`src/design/scs_pkg.sv`:
```
// Package of the serial-interface control and status register block.
// Assumes a single system clock; all users refer to names as scs_pkg::name.
package scs_pkg;

    localparam int ADDR_W = 15;
    localparam int INSTR_BITS = 16;

    // Register offsets
    localparam logic [14:0] OFS_LOOP_LEN = 15'h000E;
    localparam logic [14:0] OFS_XFER_CTRL = 15'h000F;
    localparam logic [14:0] OFS_LINK_CFG3 = 15'h0010;
    localparam logic [14:0] OFS_ERR_FLAGS = 15'h0011;
    localparam logic [14:0] OFS_CHAN_MODE = 15'h0020;

    // Reset values
    localparam logic [7:0] RST_LOOP_LEN = 8'h00;
    localparam logic [7:0] RST_XFER_CTRL = 8'h00;
    localparam logic [7:0] RST_LINK_CFG3 = 8'h23;
    localparam logic [7:0] RST_ERR_FLAGS = 8'h00;
    localparam logic [7:0] RST_CHAN_MODE = 8'hFF;

    // Field positions
    localparam int BIT_HOLD_LOOP = 2;
    localparam int BIT_NOT_READY = 7;
    localparam int BIT_CLK_CNT = 4;
    localparam int BIT_CRC_ERR = 3;
    localparam int BIT_PARTIAL = 1;
    localparam int BIT_STRICT = 5;
    localparam int CRC_EN_HI = 7;
    localparam int CRC_EN_LO = 6;
    localparam int MODE_HI = 3;
    localparam int MODE_LO = 2;
    localparam int CRCB_HI = 1;
    localparam int CRCB_LO = 0;

    // Field codes and write masks
    localparam logic [1:0] CRC_EN_ON = 2'h1;
    localparam logic [1:0] CRCB_ON = 2'h2;
    localparam logic [1:0] CRCB_OFF = 2'h3;
    localparam logic [1:0] CHAN_NORMAL = 2'h0;
    localparam logic [7:0] XFER_WR_MASK = 8'h04;
    localparam logic [7:0] CFG3_WR_MASK = 8'hC3;
    localparam logic [7:0] ERR_W1C_MASK = 8'h9A;

    // Checksum byte
    localparam logic [7:0] CRC_POLY = 8'h07;
    localparam logic [7:0] CRC_INIT = 8'h00;

    // Timing
    localparam int CLK_PERIOD_NS = 5;
    localparam int INIT_TIME_NS = 1000;
    localparam int INIT_CYCLES = (INIT_TIME_NS + CLK_PERIOD_NS - 1) / CLK_PERIOD_NS;

    typedef enum logic [2:0] {
        PH_IDLE,
        PH_INSTR,
        PH_DATA,
        PH_CRC,
        PH_SKIP
    } scs_phase_e;

    typedef struct packed {
        logic [14:0] addr;
        logic [7:0] data;
    } scs_wr_s;

    typedef struct packed {
        logic sclk_m;
        logic sclk_s;
        logic sclk_p;
        logic sel_m;
        logic sel_s;
        logic sel_p;
        logic sdi_m;
        logic sdi_s;
        scs_phase_e phase;
        logic [3:0] bit_cnt;
        logic [15:0] shift;
        logic is_read;
        logic got_data;
        logic [14:0] addr;
        logic [14:0] start_addr;
        logic [7:0] loop_cnt;
        logic [7:0] held_byte;
        logic [7:0] sdo_sh;
        logic sdo;
        logic sdo_oe;
        scs_wr_s pend;
        logic pend_v;
        logic [7:0] init_cnt;
        logic ready;
        logic crc_active;
        logic [3:0] pd;
        logic [7:0] loop_len;
        logic [7:0] xfer;
        logic [7:0] cfg3;
        logic [7:0] errs;
        logic [7:0] chan;
    } scs_state_s;

endpackage : scs_pkg

```
`src/design/scs_skid_buf.sv`:
```
// Two-entry buffer with valid and ready on both sides.
// Assumes one clock; the filling side holds its word until in_ready.
`timescale 1ns/1ps
module scs_skid_buf #(
    parameter int WIDTH = 23,
    parameter int DEPTH = 2
) (
    input wire logic clk_sys,
    input wire logic rst,
    input wire logic in_valid,
    output logic in_ready,
    input wire logic [WIDTH-1:0] in_data,
    output logic out_valid,
    input wire logic out_ready,
    output logic [WIDTH-1:0] out_data
);
    localparam int PW = $clog2(DEPTH);

    typedef struct packed {
        logic [DEPTH-1:0][WIDTH-1:0] mem;
        logic [PW-1:0] head;
        logic [PW-1:0] tail;
        logic [PW:0] cnt;
    } scs_buf_s;

    scs_buf_s q;
    scs_buf_s d;
    logic push;
    logic pop;

    assign in_ready = (q.cnt != DEPTH[PW:0]);
    assign out_valid = (q.cnt != '0);
    assign out_data = q.mem[q.head];
    assign push = in_valid && in_ready;
    assign pop = out_valid && out_ready;

    always_comb begin
        d = q;
        if (push) begin
            d.mem[q.tail] = in_data;
            d.tail = q.tail + 1'b1;
        end
        if (pop) begin
            d.head = q.head + 1'b1;
        end
        d.cnt = q.cnt + {{PW{1'b0}}, push} - {{PW{1'b0}}, pop};
    end

    always_ff @(posedge clk_sys or posedge rst) begin
        if (rst) begin
            q <= '0;
        end else begin
            q <= d;
        end
    end

endmodule : scs_skid_buf

```
`src/design/scs_regs_top.sv`:
```
// Serial-link slave with the loop, transfer, link-config and error-flag registers.
// Assumes sclk, select_n and sdi come from pins; mode-0 link, MSB first.
// Operation
// Nonzero loop length returns address to start after that many bytes, max 255.
// Zero loop length disables loop-back; address wraps at register-space limits.
// Loop counter clears on select rise unless the hold bit is set.
// Checksum turns on only with 01 in enable field and inverse in inverted field.
// Inverted field 10 means on, 11 means off; resets to off.
// Strict access bit is read-only and always one.
// Error flags stay set until a one is written to their bit.
// Frame started before initialization ends sets the not-ready flag.
// Frame with wrong number of clock edges sets the clock count flag.
// With checksum on, missing or wrong checksum byte sets the checksum flag.
// Access ending before all data bytes arrive sets the partial access flag.
// Active interface mode field is read-only and reads zero.
// Channel mode register at 0x20 resets to 0xFF, two bits per channel.
// Streaming steps the address by one, up or down per direction bit.
// Streaming advances address per byte; one-shot mode keeps the address.
// Channel mode 00 is normal; other codes are power-down.
// Non-complementary checksum fields leave checking off.
`timescale 1ns/1ps
module scs_regs_top #(
    parameter int INIT_CYCLES = scs_pkg::INIT_CYCLES
) (
    input wire logic clk_sys,
    input wire logic rst,
    input wire logic sclk,
    input wire logic select_n,
    input wire logic sdi,
    input wire logic address_direction_up,
    input wire logic one_shot_access_mode,
    output logic sdo,
    output logic sdo_oe,
    output logic [7:0] channel_output_mode,
    output logic [3:0] channel_power_down,
    output logic checksum_active,
    output logic init_done
);
    scs_pkg::scs_state_s q;
    scs_pkg::scs_state_s d;

    logic rise;
    logic fall;
    logic sel_fall;
    logic sel_rise;
    logic byte_done;
    logic rd_fetch;
    logic cfg_ok;
    logic step_wrap;
    logic [7:0] set_v;
    logic [7:0] rx_byte;
    logic buf_in_ready;
    logic buf_out_valid;
    scs_pkg::scs_wr_s buf_out;

    function automatic logic [7:0] crc8(input logic [7:0] b);
        logic [7:0] c;
        c = scs_pkg::CRC_INIT ^ b;
        for (int i = 0; i < 8; i++) begin
            c = c[7] ? ((c << 1) ^ scs_pkg::CRC_POLY) : (c << 1);
        end
        return c;
    endfunction : crc8

    // Next {loop count, address} after one data byte
    function automatic logic [22:0] step(input logic [14:0] a, input logic [14:0] st,
            input logic [7:0] cnt, input logic [7:0] len, input logic up, input logic one);
        logic [7:0] c1;
        logic [14:0] a1;
        c1 = cnt + 8'h01;
        a1 = up ? (a + 15'h0001) : (a - 15'h0001);
        if (one) begin
            return {cnt, a};
        end else if ((len != 8'h00) && (c1 == len)) begin
            return {8'h00, st};
        end
        return {c1, a1};
    endfunction : step

    function automatic logic [7:0] reg_read(input logic [14:0] a, input scs_pkg::scs_state_s s);
        if (a == scs_pkg::OFS_LOOP_LEN) begin
            return s.loop_len;
        end else if (a == scs_pkg::OFS_XFER_CTRL) begin
            return s.xfer;
        end else if (a == scs_pkg::OFS_LINK_CFG3) begin
            return s.cfg3;
        end else if (a == scs_pkg::OFS_ERR_FLAGS) begin
            return s.errs;
        end else if (a == scs_pkg::OFS_CHAN_MODE) begin
            return s.chan;
        end
        return 8'h00;
    endfunction : reg_read

    assign rise = q.sclk_s && !q.sclk_p && !q.sel_s;
    assign fall = !q.sclk_s && q.sclk_p && !q.sel_s;
    assign sel_fall = !q.sel_s && q.sel_p;
    assign sel_rise = q.sel_s && !q.sel_p;
    assign byte_done = rise && (q.bit_cnt[2:0] == 3'h7)
        && ((q.phase == scs_pkg::PH_DATA) || (q.phase == scs_pkg::PH_CRC));
    assign rx_byte = {q.shift[6:0], q.sdi_s};
    // both fields agree
    assign cfg_ok = (q.cfg3[scs_pkg::CRC_EN_HI:scs_pkg::CRC_EN_LO] == scs_pkg::CRC_EN_ON)
        && (q.cfg3[scs_pkg::CRCB_HI:scs_pkg::CRCB_LO] == scs_pkg::CRCB_ON);
    assign step_wrap = byte_done && (q.phase == scs_pkg::PH_DATA) && !one_shot_access_mode
        && (q.is_read || !q.crc_active)
        && (q.loop_len != 8'h00) && ((q.loop_cnt + 8'h01) == q.loop_len);
    // Register writes stall while a read byte is fetched
    assign rd_fetch = q.is_read && byte_done;

    scs_skid_buf #(
        .WIDTH($bits(scs_pkg::scs_wr_s)),
        .DEPTH(2)
    ) u_wr_buf (
        .clk_sys(clk_sys),
        .rst(rst),
        .in_valid(q.pend_v),
        .in_ready(buf_in_ready),
        .in_data(q.pend),
        .out_valid(buf_out_valid),
        .out_ready(!rd_fetch),
        .out_data(buf_out)
    );

    always_comb begin
        d = q;
        set_v = 8'h00;
        d.sclk_m = sclk;
        d.sclk_s = q.sclk_m;
        d.sclk_p = q.sclk_s;
        d.sel_m = select_n;
        d.sel_s = q.sel_m;
        d.sel_p = q.sel_s;
        d.sdi_m = sdi;
        d.sdi_s = q.sdi_m;
        if (!q.ready) begin
            d.init_cnt = q.init_cnt + 8'h01;
            d.ready = (q.init_cnt == 8'(INIT_CYCLES - 1));
        end
        // mismatched fields keep checking off
        d.crc_active = cfg_ok && (q.cfg3[scs_pkg::CRCB_HI:scs_pkg::CRCB_LO]
            == ~q.cfg3[scs_pkg::CRC_EN_HI:scs_pkg::CRC_EN_LO]);
        // channel mode decode
        for (int ch = 0; ch < 4; ch++) begin
            d.pd[ch] = (q.chan[2*ch +: 2] != scs_pkg::CHAN_NORMAL);
        end
        if (q.pend_v && buf_in_ready) begin
            d.pend_v = 1'b0;
        end
        if (buf_out_valid && !rd_fetch) begin
            if (buf_out.addr == scs_pkg::OFS_LOOP_LEN) begin
                d.loop_len = buf_out.data;
            end else if (buf_out.addr == scs_pkg::OFS_XFER_CTRL) begin
                d.xfer = buf_out.data & scs_pkg::XFER_WR_MASK;
            end else if (buf_out.addr == scs_pkg::OFS_LINK_CFG3) begin
                // read-only bits untouched
                d.cfg3 = (q.cfg3 & ~scs_pkg::CFG3_WR_MASK)
                    | (buf_out.data & scs_pkg::CFG3_WR_MASK);
            end else if (buf_out.addr == scs_pkg::OFS_ERR_FLAGS) begin
                // write one to clear
                d.errs = q.errs & ~(buf_out.data & scs_pkg::ERR_W1C_MASK);
            end else if (buf_out.addr == scs_pkg::OFS_CHAN_MODE) begin
                d.chan = buf_out.data;
            end
        end
        if (sel_fall) begin
            d.bit_cnt = 4'h0;
            d.got_data = 1'b0;
            d.sdo_oe = 1'b0;
            if (q.ready) begin
                d.phase = scs_pkg::PH_INSTR;
            end else begin
                // early frame
                d.phase = scs_pkg::PH_SKIP;
                set_v[scs_pkg::BIT_NOT_READY] = 1'b1;
            end
        end else if (sel_rise) begin
            if (q.phase != scs_pkg::PH_IDLE && q.phase != scs_pkg::PH_SKIP) begin
                // partial byte or instruction
                if (q.phase == scs_pkg::PH_INSTR || q.bit_cnt[2:0] != 3'h0) begin
                    set_v[scs_pkg::BIT_CLK_CNT] = 1'b1;
                end
                // no complete data byte
                if (q.phase != scs_pkg::PH_INSTR && !q.got_data) begin
                    set_v[scs_pkg::BIT_PARTIAL] = 1'b1;
                end
                // checksum byte omitted
                if (q.phase == scs_pkg::PH_CRC && q.bit_cnt[2:0] == 3'h0) begin
                    set_v[scs_pkg::BIT_CRC_ERR] = 1'b1;
                end
            end
            d.phase = scs_pkg::PH_IDLE;
            d.sdo_oe = 1'b0;
            // loop counter clear unless held
            if (!q.xfer[scs_pkg::BIT_HOLD_LOOP]) begin
                d.loop_cnt = 8'h00;
            end
        end else if (rise) begin
            d.shift = {q.shift[14:0], q.sdi_s};
            case (q.phase)
                scs_pkg::PH_INSTR: begin
                    d.bit_cnt = q.bit_cnt + 4'h1;
                    if (q.bit_cnt == 4'(scs_pkg::INSTR_BITS - 1)) begin
                        d.is_read = q.shift[14];
                        d.addr = {q.shift[13:0], q.sdi_s};
                        d.start_addr = {q.shift[13:0], q.sdi_s};
                        d.phase = scs_pkg::PH_DATA;
                        d.bit_cnt = 4'h0;
                        if (q.shift[14]) begin
                            d.sdo_sh = reg_read({q.shift[13:0], q.sdi_s}, q);
                            d.sdo = d.sdo_sh[7];
                            d.sdo_sh = d.sdo_sh << 1;
                            d.sdo_oe = 1'b1;
                        end
                    end
                end
                scs_pkg::PH_DATA: begin
                    d.bit_cnt = {1'b0, q.bit_cnt[2:0] + 3'h1};
                    if (byte_done) begin
                        d.got_data = 1'b1;
                        if (q.is_read) begin
                            // address step
                            {d.loop_cnt, d.addr} = step(q.addr, q.start_addr, q.loop_cnt,
                                q.loop_len, address_direction_up, one_shot_access_mode);
                            d.sdo_sh = reg_read(d.addr, q);
                            d.sdo = d.sdo_sh[7];
                            d.sdo_sh = d.sdo_sh << 1;
                        end else if (q.crc_active) begin
                            d.held_byte = rx_byte;
                            d.phase = scs_pkg::PH_CRC;
                        end else begin
                            d.pend = '{addr: q.addr, data: rx_byte};
                            d.pend_v = 1'b1;
                            // address step
                            {d.loop_cnt, d.addr} = step(q.addr, q.start_addr, q.loop_cnt,
                                q.loop_len, address_direction_up, one_shot_access_mode);
                        end
                    end
                end
                scs_pkg::PH_CRC: begin
                    d.bit_cnt = {1'b0, q.bit_cnt[2:0] + 3'h1};
                    if (byte_done) begin
                        d.phase = scs_pkg::PH_DATA;
                        if (crc8(q.held_byte) == rx_byte) begin
                            d.pend = '{addr: q.addr, data: q.held_byte};
                            d.pend_v = 1'b1;
                            {d.loop_cnt, d.addr} = step(q.addr, q.start_addr, q.loop_cnt,
                                q.loop_len, address_direction_up, one_shot_access_mode);
                        end else begin
                            // mismatch drops the byte
                            set_v[scs_pkg::BIT_CRC_ERR] = 1'b1;
                        end
                    end
                end
                default: begin
                end
            endcase
        end else if (fall && q.is_read && q.phase == scs_pkg::PH_DATA
                && q.bit_cnt[2:0] != 3'h0) begin
            d.sdo = q.sdo_sh[7];
            d.sdo_sh = q.sdo_sh << 1;
        end
        // hardware set wins over clear
        d.errs = d.errs | set_v;
    end

    always_ff @(posedge clk_sys or posedge rst) begin
        if (rst) begin
            q <= '0;
            q.sclk_m <= 1'b0;
            q.sel_m <= 1'b1;
            q.sel_s <= 1'b1;
            q.sel_p <= 1'b1;
            q.phase <= scs_pkg::PH_IDLE;
            q.loop_len <= scs_pkg::RST_LOOP_LEN;
            q.xfer <= scs_pkg::RST_XFER_CTRL;
            q.cfg3 <= scs_pkg::RST_LINK_CFG3;
            q.errs <= scs_pkg::RST_ERR_FLAGS;
            // channels start powered down
            q.chan <= scs_pkg::RST_CHAN_MODE;
            q.pd <= 4'hF;
        end else begin
            q <= d;
        end
    end

    assign sdo = q.sdo;
    assign sdo_oe = q.sdo_oe;
    assign channel_output_mode = q.chan;
    assign channel_power_down = q.pd;
    assign checksum_active = q.crc_active;
    assign init_done = q.ready;
endmodule : scs_regs_top

```
`config.mk`:
```
export PLATFORM = sky130hd
export DESIGN_NAME = scs_regs_top
export DESIGN_NICKNAME = d
export VERILOG_FILES = /design/src/design/scs_pkg.sv /design/src/design/scs_skid_buf.sv /design/src/design/scs_regs_top.sv
export SDC_FILE = /design/constraint.sdc
export NUM_CORES = 1
export LEC_CHECK = 0
export BUFFER_PORTS_ARGS = -buffer_cell sky130_fd_sc_hd__clkbuf_2
export CAP_MARGIN = 20
export CORE_UTILIZATION = 60
export CTS_CLUSTER_SIZE = 40
export DETAILED_ROUTE_END_ITERATION = 8
export PLACE_DENSITY = 0.84
export SKIP_LAST_GASP = 1
export SYNTH_ARGS = -nofsm -noshare
export SYNTH_HDL_FRONTEND = slang
export SYNTH_SLANG_ARGS = --single-unit
```
`constraint.sdc`:
```
create_clock -name clk_sys -period 8.24 [get_ports clk_sys]
set_clock_uncertainty 0.15 [all_clocks]
set_input_delay 0.412 -clock clk_sys [delete_from_list [all_inputs] [get_ports clk_sys]]
set_output_delay 0.412 -clock clk_sys [all_outputs]
set_load 0.05 [all_outputs]
```
After elaboration in Yosys (flattened, before gate mapping)
Index checks and enable logic that the tools add are counted.

operators by class
  $add $sub $neg = 10
  magnitude comparators = 3
  eq/ne operators = 52
  multiplexer cells = 164
  bitwise operators = 20
  reductions and logical operators = 67

operators with widths
  kind                   count
  $mux W23               21
  $mux W8                24
  $mux W24               5
  $eq A15 B4 Y1 const B  6
  $eq A15 B5 Y1 const B  6
  $mux W15               6
  $mux W16               5
  $mux W71               1
  $mux W1                68
  $mux W52               1
  $mux W25               2
  $pmux W24 S2           1
  $bwmux W46             1
  $eq A15 B6 Y1 const B  3
  $pmux W15 S3           1
  $mux W3                14
  $mux W30               1
  $mux W9                3
  $not A3 Y3             8
  $reduce_bool A3 Y1     8
  $demux W23 S1          1
  $reduce_bool A2 Y1     11
  $logic_and A1 B1 Y1    21
  $ne A3 B3 Y1 const B   7
  51 further kinds       91

word-level totals
  bits in registers = 210
  input port bits = 7
  output and inout port bits = 16
  logic and storage cells = 353

Longest topological paths before layout
Gate-level depths: netlist of the first run.

  depth after elaboration = 37
  mapped depth = 17
  mapped depth without buffers = 13

By module
From an unflattened synthesis of the first run, not the netlist that was laid out.

second synthesis, totals
  cells, all modules = 1117
  area total of the unflattened synthesis = 11205.7 µm²

modules (own cells, without submodules)
  module        instances  cells an instance  area each (µm²)  sequential area each (µm²)
  scs_regs_top  1          976                8916.1           3774.9
  scs_skid_buf  1          141                2289.7           1251.2

Worst setup path before layout of the first run
OpenSTA, ideal clock, no wires.

  kind = in2reg
  start point = in address_direction_up
  end point = reg q[87] in the netlist's numbering
  arrival time = 3.529 ns
  required time = 7.991 ns
  path slack = 4.461 ns
  cell stages on the path = 14
  path buffers = 1
  cell sequence = inv_1 -> ha_1 -> a21o_1 -> a221o_1 -> or4b_1 -> a31oi_1 -> o21ai_0 -> o21ai_0 -> and2_1 -> clkbuf_1 -> a211o_1 -> and3_4 -> a31oi_1 -> a311oi_1

on the way
  longest elaborated chain between the ends = 25

RTL lines
  what             line                 text
  start, declared  scs_regs_top.sv:30   input wire logic address_direction_up,
  $mux W15 *       scs_regs_top.sv:71   a1 = up ? (a + 15'h0001) : (a - 15'h0001);
  $mux W23 *       scs_regs_top.sv:77   return {c1, a1};
  $mux W23 *       scs_regs_top.sv:221  if (q.is_read) begin
  $mux W23 *       scs_regs_top.sv:219  if (byte_done) begin
  $mux W23 *       scs_regs_top.sv:200  case (q.phase)
  $mux W23 *       scs_regs_top.sv:198  end else if (rise) begin
  $mux W23 *       scs_regs_top.sv:177  end else if (sel_rise) begin
  $mux W23 *       scs_regs_top.sv:166  if (sel_fall) begin
  [9 not listed]   n/a
  $mux W1          scs_regs_top.sv:198
  $mux W1          scs_regs_top.sv:177
  $mux W1          scs_regs_top.sv:166
  $mux W8 *        scs_regs_top.sv:92   return 8'h00;
  $mux W9 *        scs_regs_top.sv:221
  $mux W25 *       scs_regs_top.sv:219
  $pmux W9 S2 *    scs_regs_top.sv:200
  $mux W9 *        scs_regs_top.sv:198
  end, declared    scs_regs_top.sv:39   scs_pkg::scs_state_s q;

Mark *: on every way between the ends. The rest lies on a longest branch, timed or not. The select of a mux whose other input is x is not followed.
A chain may end at the register's enable or synchronous reset.

Worst setup path in the final report of the first run
  start point = reg q[96] in the netlist's numbering
  end point = reg q[83] in the netlist's numbering

on the way
  longest elaborated chain between the ends = 35

RTL lines
  what                   line                 text
  $add A8 B1 Y8 *        scs_regs_top.sv:70   c1 = cnt + 8'h01;
  $eq A8 B8 Y1 *         scs_regs_top.sv:74   end else if ((len != 8'h00) && (c1 == len)) begin
  $logic_and A1 B1 Y1 *  scs_regs_top.sv:74
  $mux W1 *              scs_regs_top.sv:74
  $mux W1 *              n/a
  $mux W1 *              scs_regs_top.sv:221
  $mux W1 *              scs_regs_top.sv:219
  $mux W1 *              scs_regs_top.sv:200
  [19 not listed]        n/a
  $mux W1                scs_regs_top.sv:198
  $mux W1                scs_regs_top.sv:177
  $mux W1                scs_regs_top.sv:166
  $mux W8 *              scs_regs_top.sv:92
  $mux W9 *              scs_regs_top.sv:221
  $mux W25 *             scs_regs_top.sv:219
  $pmux W9 S2 *          scs_regs_top.sv:200
  $mux W9 *              scs_regs_top.sv:198

Marks and branches as above.

==> results of run 1 <==
metal layers:
layer,part of all wire,GRT usage,up-vias
li1,-,-,3928
met1,0.43,0.432,4247
met2,0.46,0.468,400
met3,0.085,0.0728,52
met4,0.022,0.0984,0
met5,0,0,-
cells by family after synthesis:
group,after synthesis,share of synthesized area
compound gates,272,0.159
xor+xnor,43,0.0340
fa+ha+maj,23,0.0267
buf+inv,111,0.0457
flops,200,0.454
mux,135,0.136
simple gates,307,0.144
final timing paths:
kind	startpoint	slack [ns]	cells after the start	to
max	q[96]	3.84	12	q[83]
min	rst	-0.009	2	u_wr_buf.q[32]
max reg2reg	q[96]	3.84	12	q[83]
min reg2reg	d[159]	0.20	0	q[159]
max in group asynchronous	rst	6.46	3	q[114]
min in group clk_sys	d[159]	0.20	0	q[159]
critical path: cells and delay by family (launching register included):
| kind | cells | cell delay, ns |
|---|---|---|
| adders and majority gates | 1 | 0.32 |
| AOI/OAI and AO/OA | 8 | 1.64 |
| DFF | 1 | 0.47 |
| and+or+nand+nor | 3 | 1.64 |
layout make-up:
type                    count  area share
clock buffers              19      0.0393
clock inverters            13     0.00890
inverters                  33      0.0111
multi-input cells         780       0.470
flip-flops and latches    200       0.426
well taps                 229      0.0243
repair buffers             37      0.0210
placed cells by master, fill, tap and decap left out, types with 13 or more instances in the layout:
cell       instances
a21oi_1           61
a22oi_1           17
a31oi_1           14
and3_1            15
clkbuf_16         18
clkbuf_2          23
dfrtp_1          183
dfstp_2           17
ha_1              22
inv_1             32
mux2_2           125
nand2_1           83
nand2b_1          14
nand3_1           28
nand4_1           13
nor2_1            65
nor3_1            17
o21ai_0           79
xnor2_1           28
xor2_1            15
stage by stage:
step | cells | hold slack (ns)
after global placement | 1273 | 0.184
after CTS | 1309 | 0.0346
after global routing | 1311 | 0.0919
after floorplan | 1091 | 0.181
final | 1311 | -0.00854
after detailed placement | 1274 | 0.189
sequential cells by signal, indices dropped and copies added, names as in the netlist:
register,flops
sdo_oe,1
channel_output_mode,8
u_wr_buf.q,50
channel_power_down,4
q,129
init_done,1
sdo,1
d,5
checksum_active,1
power breakdown:
group          leakage (nW)  switching, mW  internal, mW  total (mW)
logic                  2.45          0.107        0.0609       0.168
registers              2.59         0.0342         0.994        1.03
clock network         0.280          0.390         0.420       0.811
what timing repair did:
action | CTS | global route
setup buffers | 0 | 0
hold buffers | 3 | 0
hold endpoints to repair | 3 | 0
==> summary.txt, run 1 <==
Timing
  – Tcrit/Tclk final: 0.533
  – Slew at the pin with the worst max-slew slack: 0.967 ns
  – Slew margin rel.: 0.355
  – Final setup fails: 0
  – TNS Setup: 0 ns
  – Max Slew Vio Count: 0
  – RSZ-0062 raised after global routing: no
  – Fin worst setup slack: 3.84 ns
  – Achievable frequency: 0.228 GHz
  – Fin. Hold Viols: 2
  – Fin crit period: 4.40 ns
  – Hold slack: -0.00854 ns

GRT
  – Vias in the first global route: 8195
  – Total global-route track usage: 0.307
  – Antenna violations before repair: 0
  – First-pass GRT wire length: 44100 um
  – Largest net degree at the start of global routing: 127
  – Total grt overflow: 0

Clock network
  – Clk root buf: clkbuf_16
  – CTS tree: built
  – Clk sinks: 200
  – PostCTS Resize Cnt: 0
  – Htree depth: 4
  – Clock latency on the worst-skew pair: 0.44 ns
  – Worst-path clk slew: 0.08 ns
  – Inserted Clock Buffers: 17
  – Clock buffer depth: 2

Final layout
  – Design Area, Final: roughly 12000 um^2
  – Layout net count: 1099
  – Final core area utilization: 0.655
  – FF+latch area: between 5000 and 6000 um^2
  – Multi-input gate area: 5540 um^2
  – Layout cells sized above 1: 0.209
  – Area growth from synthesis to layout: 6.66%
  – Number of antenna diodes: 0
  – Filler Cells Inserted: 1405

Job
  – MaxCap Viol Count: 0

Placed design
  – Post-placement cell area: 11200 um^2
  – Gpl congestion: 0.931
  – Worst slack, placed: between 3 and 4 ns
  – Hpwl dp: around 19000 um
  – PortBufs: 22

Synth
  – Synth cell types: 78
  – Main synth FF type: dfrtp_1
  – Mapped Area: 11100 um^2
  – Number of synthesized flops with an enable pin: 0
  – Top post-synthesis cells by area: dfrtp_1 (41%), mux2_2 (13%), dfstp_2 (4.0%)
  – Sequential-to-total area share from yosys stat: 0.454
  – Post-synthesis net count: around 1100
  – Synth cell count leaders: dfrtp_1 (183), mux2_2 (125), nand2_1 (83), o21ai_0 (79), nor2_1 (66)
  – #FFs+latches synth: 200
  – Post-synth top area share: 0.414
  – Leading area contributor after synthesis: dfrtp_1
  – Avg Inst Size Synth: 10.1 um^2
  – Synthesized instance count: 1091
  – Most frequent cell after synthesis: dfrtp_1
  – Synth warn: 0
  – Post-synth ARST share: 1.00

Floorplan
  – Core area: 18000 um^2
  – Initial Utilization: 0.614
  – I/O pins: 23
  – Die width: 138 um
  – FP Rows: 49
  – Die Span Y: 138 um
  – Die area: around 19000 um^2

Critical path
  – Worst-path fanout max: 17
  – CP startpoint kind: flop
  – Cells along the critical path: ha_1 > and4_1 > a21oi_1 > o211ai_1 > nand4_1 > o311ai_1 > a31oi_1 > nor4_4 > o21ai_0 > o2bb2ai_1 > a221oi_2 > a21oi_1
  – CP Capture Type: flop
  – Most used cell, CP: a21oi_1
  – Kind of critical path: reg2reg
  – Required time worst endpoint: 8.38 ns
  – Critical path arrival: 4.54 ns
  – Max incr delay on CP: 0.71 ns
  – Slowest cell on crit path: nand4_1

Pwr
  – Pwr Density: 170 nW/um^2
  – Tot Pwr: 2.01 mW
  – Leakage Power: 5.32 nW
  – Worst vdd ir: about 0.15 mV

Routing
  – First DRT Iteration DRCs: between 900 and 1000
  – Remaining antenna violation count: 0
  – Vias: 8627
  – DRC violations left: 0
  – Drt wl/cell: 20.6 um
  – Vias per std cell: 6.58
  – DRT Pass-1 Iters: 6
  – Routed WL: 27100 um

Outcome
  – Outcome: complete, but fails checks
  – Failing checks: hold timing

Worst hold path
  – Hold Crit Class: in2async
No activity file was read; power rests on OpenSTA's default activity.
==> run 2: changes to the inputs <==
--- a/config.mk
+++ b/config.mk
@@ -7,10 +7,10 @@
 export LEC_CHECK = 0
 export BUFFER_PORTS_ARGS = -buffer_cell sky130_fd_sc_hd__clkbuf_2
 export CAP_MARGIN = 20
-export CORE_UTILIZATION = 60
+export CORE_UTILIZATION = 57
 export CTS_CLUSTER_SIZE = 40
 export DETAILED_ROUTE_END_ITERATION = 8
-export PLACE_DENSITY = 0.84
+export PLACE_DENSITY = 0.83
 export SKIP_LAST_GASP = 1
 export SYNTH_ARGS = -nofsm -noshare
 export SYNTH_HDL_FRONTEND = slang
==> constraint.sdc (replaced) <==
create_clock -name clk_sys -period 3.7 [get_ports clk_sys]
set_clock_uncertainty 0.15 [all_clocks]
set_input_delay 0.185 -clock clk_sys [delete_from_list [all_inputs] [get_ports clk_sys]]
set_output_delay 0.185 -clock clk_sys [all_outputs]
set_load 0.05 [all_outputs]
==> run 2 against run 1 <==
  * The run now ends clean
  * Non-clock buffer count grew 51
  * Clock power up 140%
  * Global-route usage fell by 1.7 points
  * Power is 130% higher
  * Critical endpoint unchanged
  * Largest power group unchanged
==> summary.txt, run 2 (same netlist as run 1, synthesis figures left out) <==
Critical path
  – Required time worst endpoint: between 3 and 4 ns
  – CP Capture Type: flop
  – Max incr delay on CP: about 0.43 ns
  – Critical path arrival: 3.81 ns
  – Worst-path fanout max: 9
  – Reg2Reg Setup Slack: 0.06 ns
  – FF-to-FF Start: q[119]
  – CP startpoint kind: flop
  – Cells along the critical path: fa_2 > a21o_1 > a221o_1 > o211ai_1 > mux2i_1 > a211oi_1 > nand3b_4 > nor4_4 > buf_6 > o21ai_0 > o2bb2ai_2 > a221oi_2 > a21oi_1
  – R2r worst-path depth: 13
  – R2R Path End: q[83]
  – Kind of critical path: reg2reg
  – Slowest cell on crit path: a221o_1

Pwr
  – Seq pwr share: 0.488
  – Clock share of power: 0.419
  – Pwr Density: 379 nW/um^2
  – Comb pwr share: 0.093
  – Leakage Power: 5.57 nW
  – Worst vdd ir: 0.338 mV
  – P_int: 3.47 mW
  – Tot Pwr: 4.66 mW
  – Switching pwr: 1.19 mW
  – Sw Ratio: 0.255

Clock network
  – Clk root buf: clkbuf_16
  – Htree depth: 4
  – Clk sinks: 200
  – CTS tree: built
  – Worst-path clk slew: 0.07 ns
  – Clock buffer depth: 2
  – Inserted Clock Buffers: 17
  – Clock latency on the worst-skew pair: 0.44 ns

Timing
  – Hold slack: 0.0942 ns
  – Slew at the pin with the worst max-slew slack: 0.739 ns
  – Tcrit/Tclk final: 0.984
  – Fin crit period: 3.64 ns
  – Achievable frequency: 0.275 GHz
  – RSZ-0062 raised after global routing: yes
  – Fin. Hold Viols: 0
  – Slew margin rel.: 0.504
  – Max Slew Vio Count: 0
  – Final setup fails: 0
  – Fin worst setup slack: 0.0584 ns

Placed design
  – Worst slack, placed: -0.102 ns
  – Hpwl dp: 19300 um
  – Gpl congestion: slightly above 0.9
  – DP Cell Count: 1353
  – PortBufs: 22

Job
  – MaxCap Viol Count: 0

GRT
  – M3 GR Usage: 0.0567
  – Met1 Track Usage GR: 0.384
  – Antenna violations before repair: 0
  – Most used routing layer: met2
  – Total global-route track usage: 0.291
  – First-pass GRT wire length: 45100 um
  – GR Util met2: 0.467
  – Vias in the first global route: 8686
  – Largest net degree at the start of global routing: between 70 and 80
  – Total grt overflow: 0

Final layout
  – Post-Layout Cell Count: ~1400
  – Max reg flops: 129
  – Register with the most flip-flops: q
  – Commonest non-fill, non-tap cell in the layout: dfrtp_1
  – Layout cells sized above 1: 0.252
  – Filler Cells Inserted: 1476
  – Layout net count: between 1000 and 1500
  – Area growth from synthesis to layout: 11.2%
  – Number of antenna diodes: 0
  – Commonest non-fill, non-tap cells in the layout: dfrtp_1 (183), mux2_2 (125), nand2_1 (83), o21ai_0 (79), nor2_1 (65)

Routing
  – DRC violations left: 0
  – Remaining antenna violation count: 0
  – Vias: around 8900
  – First DRT Iteration DRCs: 853
  – Vias per std cell: 6.37
  – Routed WL: 27400 um
  – DRT Pass-1 Iters: 5
  – Drt wl/cell: 19.7 um

Worst hold path
  – Hold Crit Class: in2reg
  – Hold endpoint: q[96]
  – Min-delay src: one_shot_access_mode
  – Worst Hold Depth: 3

Outcome
  – Outcome: completed

Floorplan
  – Die width: 141 um
  – Die area: 20000 um^2
  – FP Rows: 50
  – Core area: 18900 um^2
  – Initial Utilization: 0.586
  – Die Span Y: 141 um
  – I/O pins: 23
## run 2: critical path: cells and delay by family (launching register included)
| kind | cells | cell delay [ns] |
|---|---|---|
| adders and majority gates | 1 | 0.37 |
| muxes | 1 | 0.32 |
| buffers and inverters | 1 | 0.18 |
| AOI/OAI and AO/OA | 8 | 1.61 |
| DFF | 1 | 0.41 |
| and+or+nand+nor | 2 | 0.47 |
## run 2: timing repair
| action | 4_1_cts | 5_1_grt |
|---|---|---|
| hold buffers | 4 | 0 |
| buffers inserted | 1 | 3 |
| gates resized for setup | 0 | 12 |
| endpoints found under the hold margin | 81 | 0 |
| pin swaps | 1 | 11 |
| cloned | 0 | 0 |
| endpoints found under the setup margin | 1 | 8 |
## run 2: worst max-delay path by stage
stage                          from  endpoint  slack, ns  cells after the start
2_1_floorplan  address_direction_up     q[87]       0.15                     14
3_3_place_gp   address_direction_up     q[82]      -0.01                     14
3_5_place_dp   address_direction_up     q[87]      -0.10                     14
4_1_cts                      q[119]     q[87]       0.04                     12
5_1_grt                      q[119]       sdo      -0.07                     12
6_report                     q[119]     q[83]       0.06                     13
## run 2: power by group through the flow
stage / Clock, mW / Sequential [mW] / Combinational [mW]
6_report: 1.95 / 2.27 / 0.436
5_1_grt: 2.06 / 2.28 / 0.477
4_1_cts: 1.97 / 2.27 / 0.427
3_5_place_dp: 0 / 2.31 / 0.417
3_3_place_gp: 0 / 2.31 / 0.408
2_1_floorplan: 0 / 2.26 / 0.334
## run 2: area by class of cell
type / instances / area (um^2) / share of cell area
clock buffer: 20 / 447 / 0.0363
clock inverter: 12 / 165 / 0.0134
inverter: 33 / 128 / 0.0104
multi-input combinational: 780 / 5580 / 0.453
sequential: 200 / 5030 / 0.408
tap: 260 / 325 / 0.0264
timing repair buffer: 88 / 644 / 0.0523
## run 2: metal layers
metal | wire (um) | vias up
li1 | - | 4027
met1 | 11700 | 4379
met2 | 12900 | 368
met3 | 1830 | 96
met4 | 967 | 0
met5 | 0 | -
## run 2: per-stage QoR
step	cell area, um^2	utilization	TNS [ns]
after floorplan	11100	-	0
after global placement	11600	0.614	-0.0127
after detailed placement	11600	0.614	-0.366
after CTS	12300	0.649	0
after global routing	12300	0.652	-0.405
final	12300	0.652	0
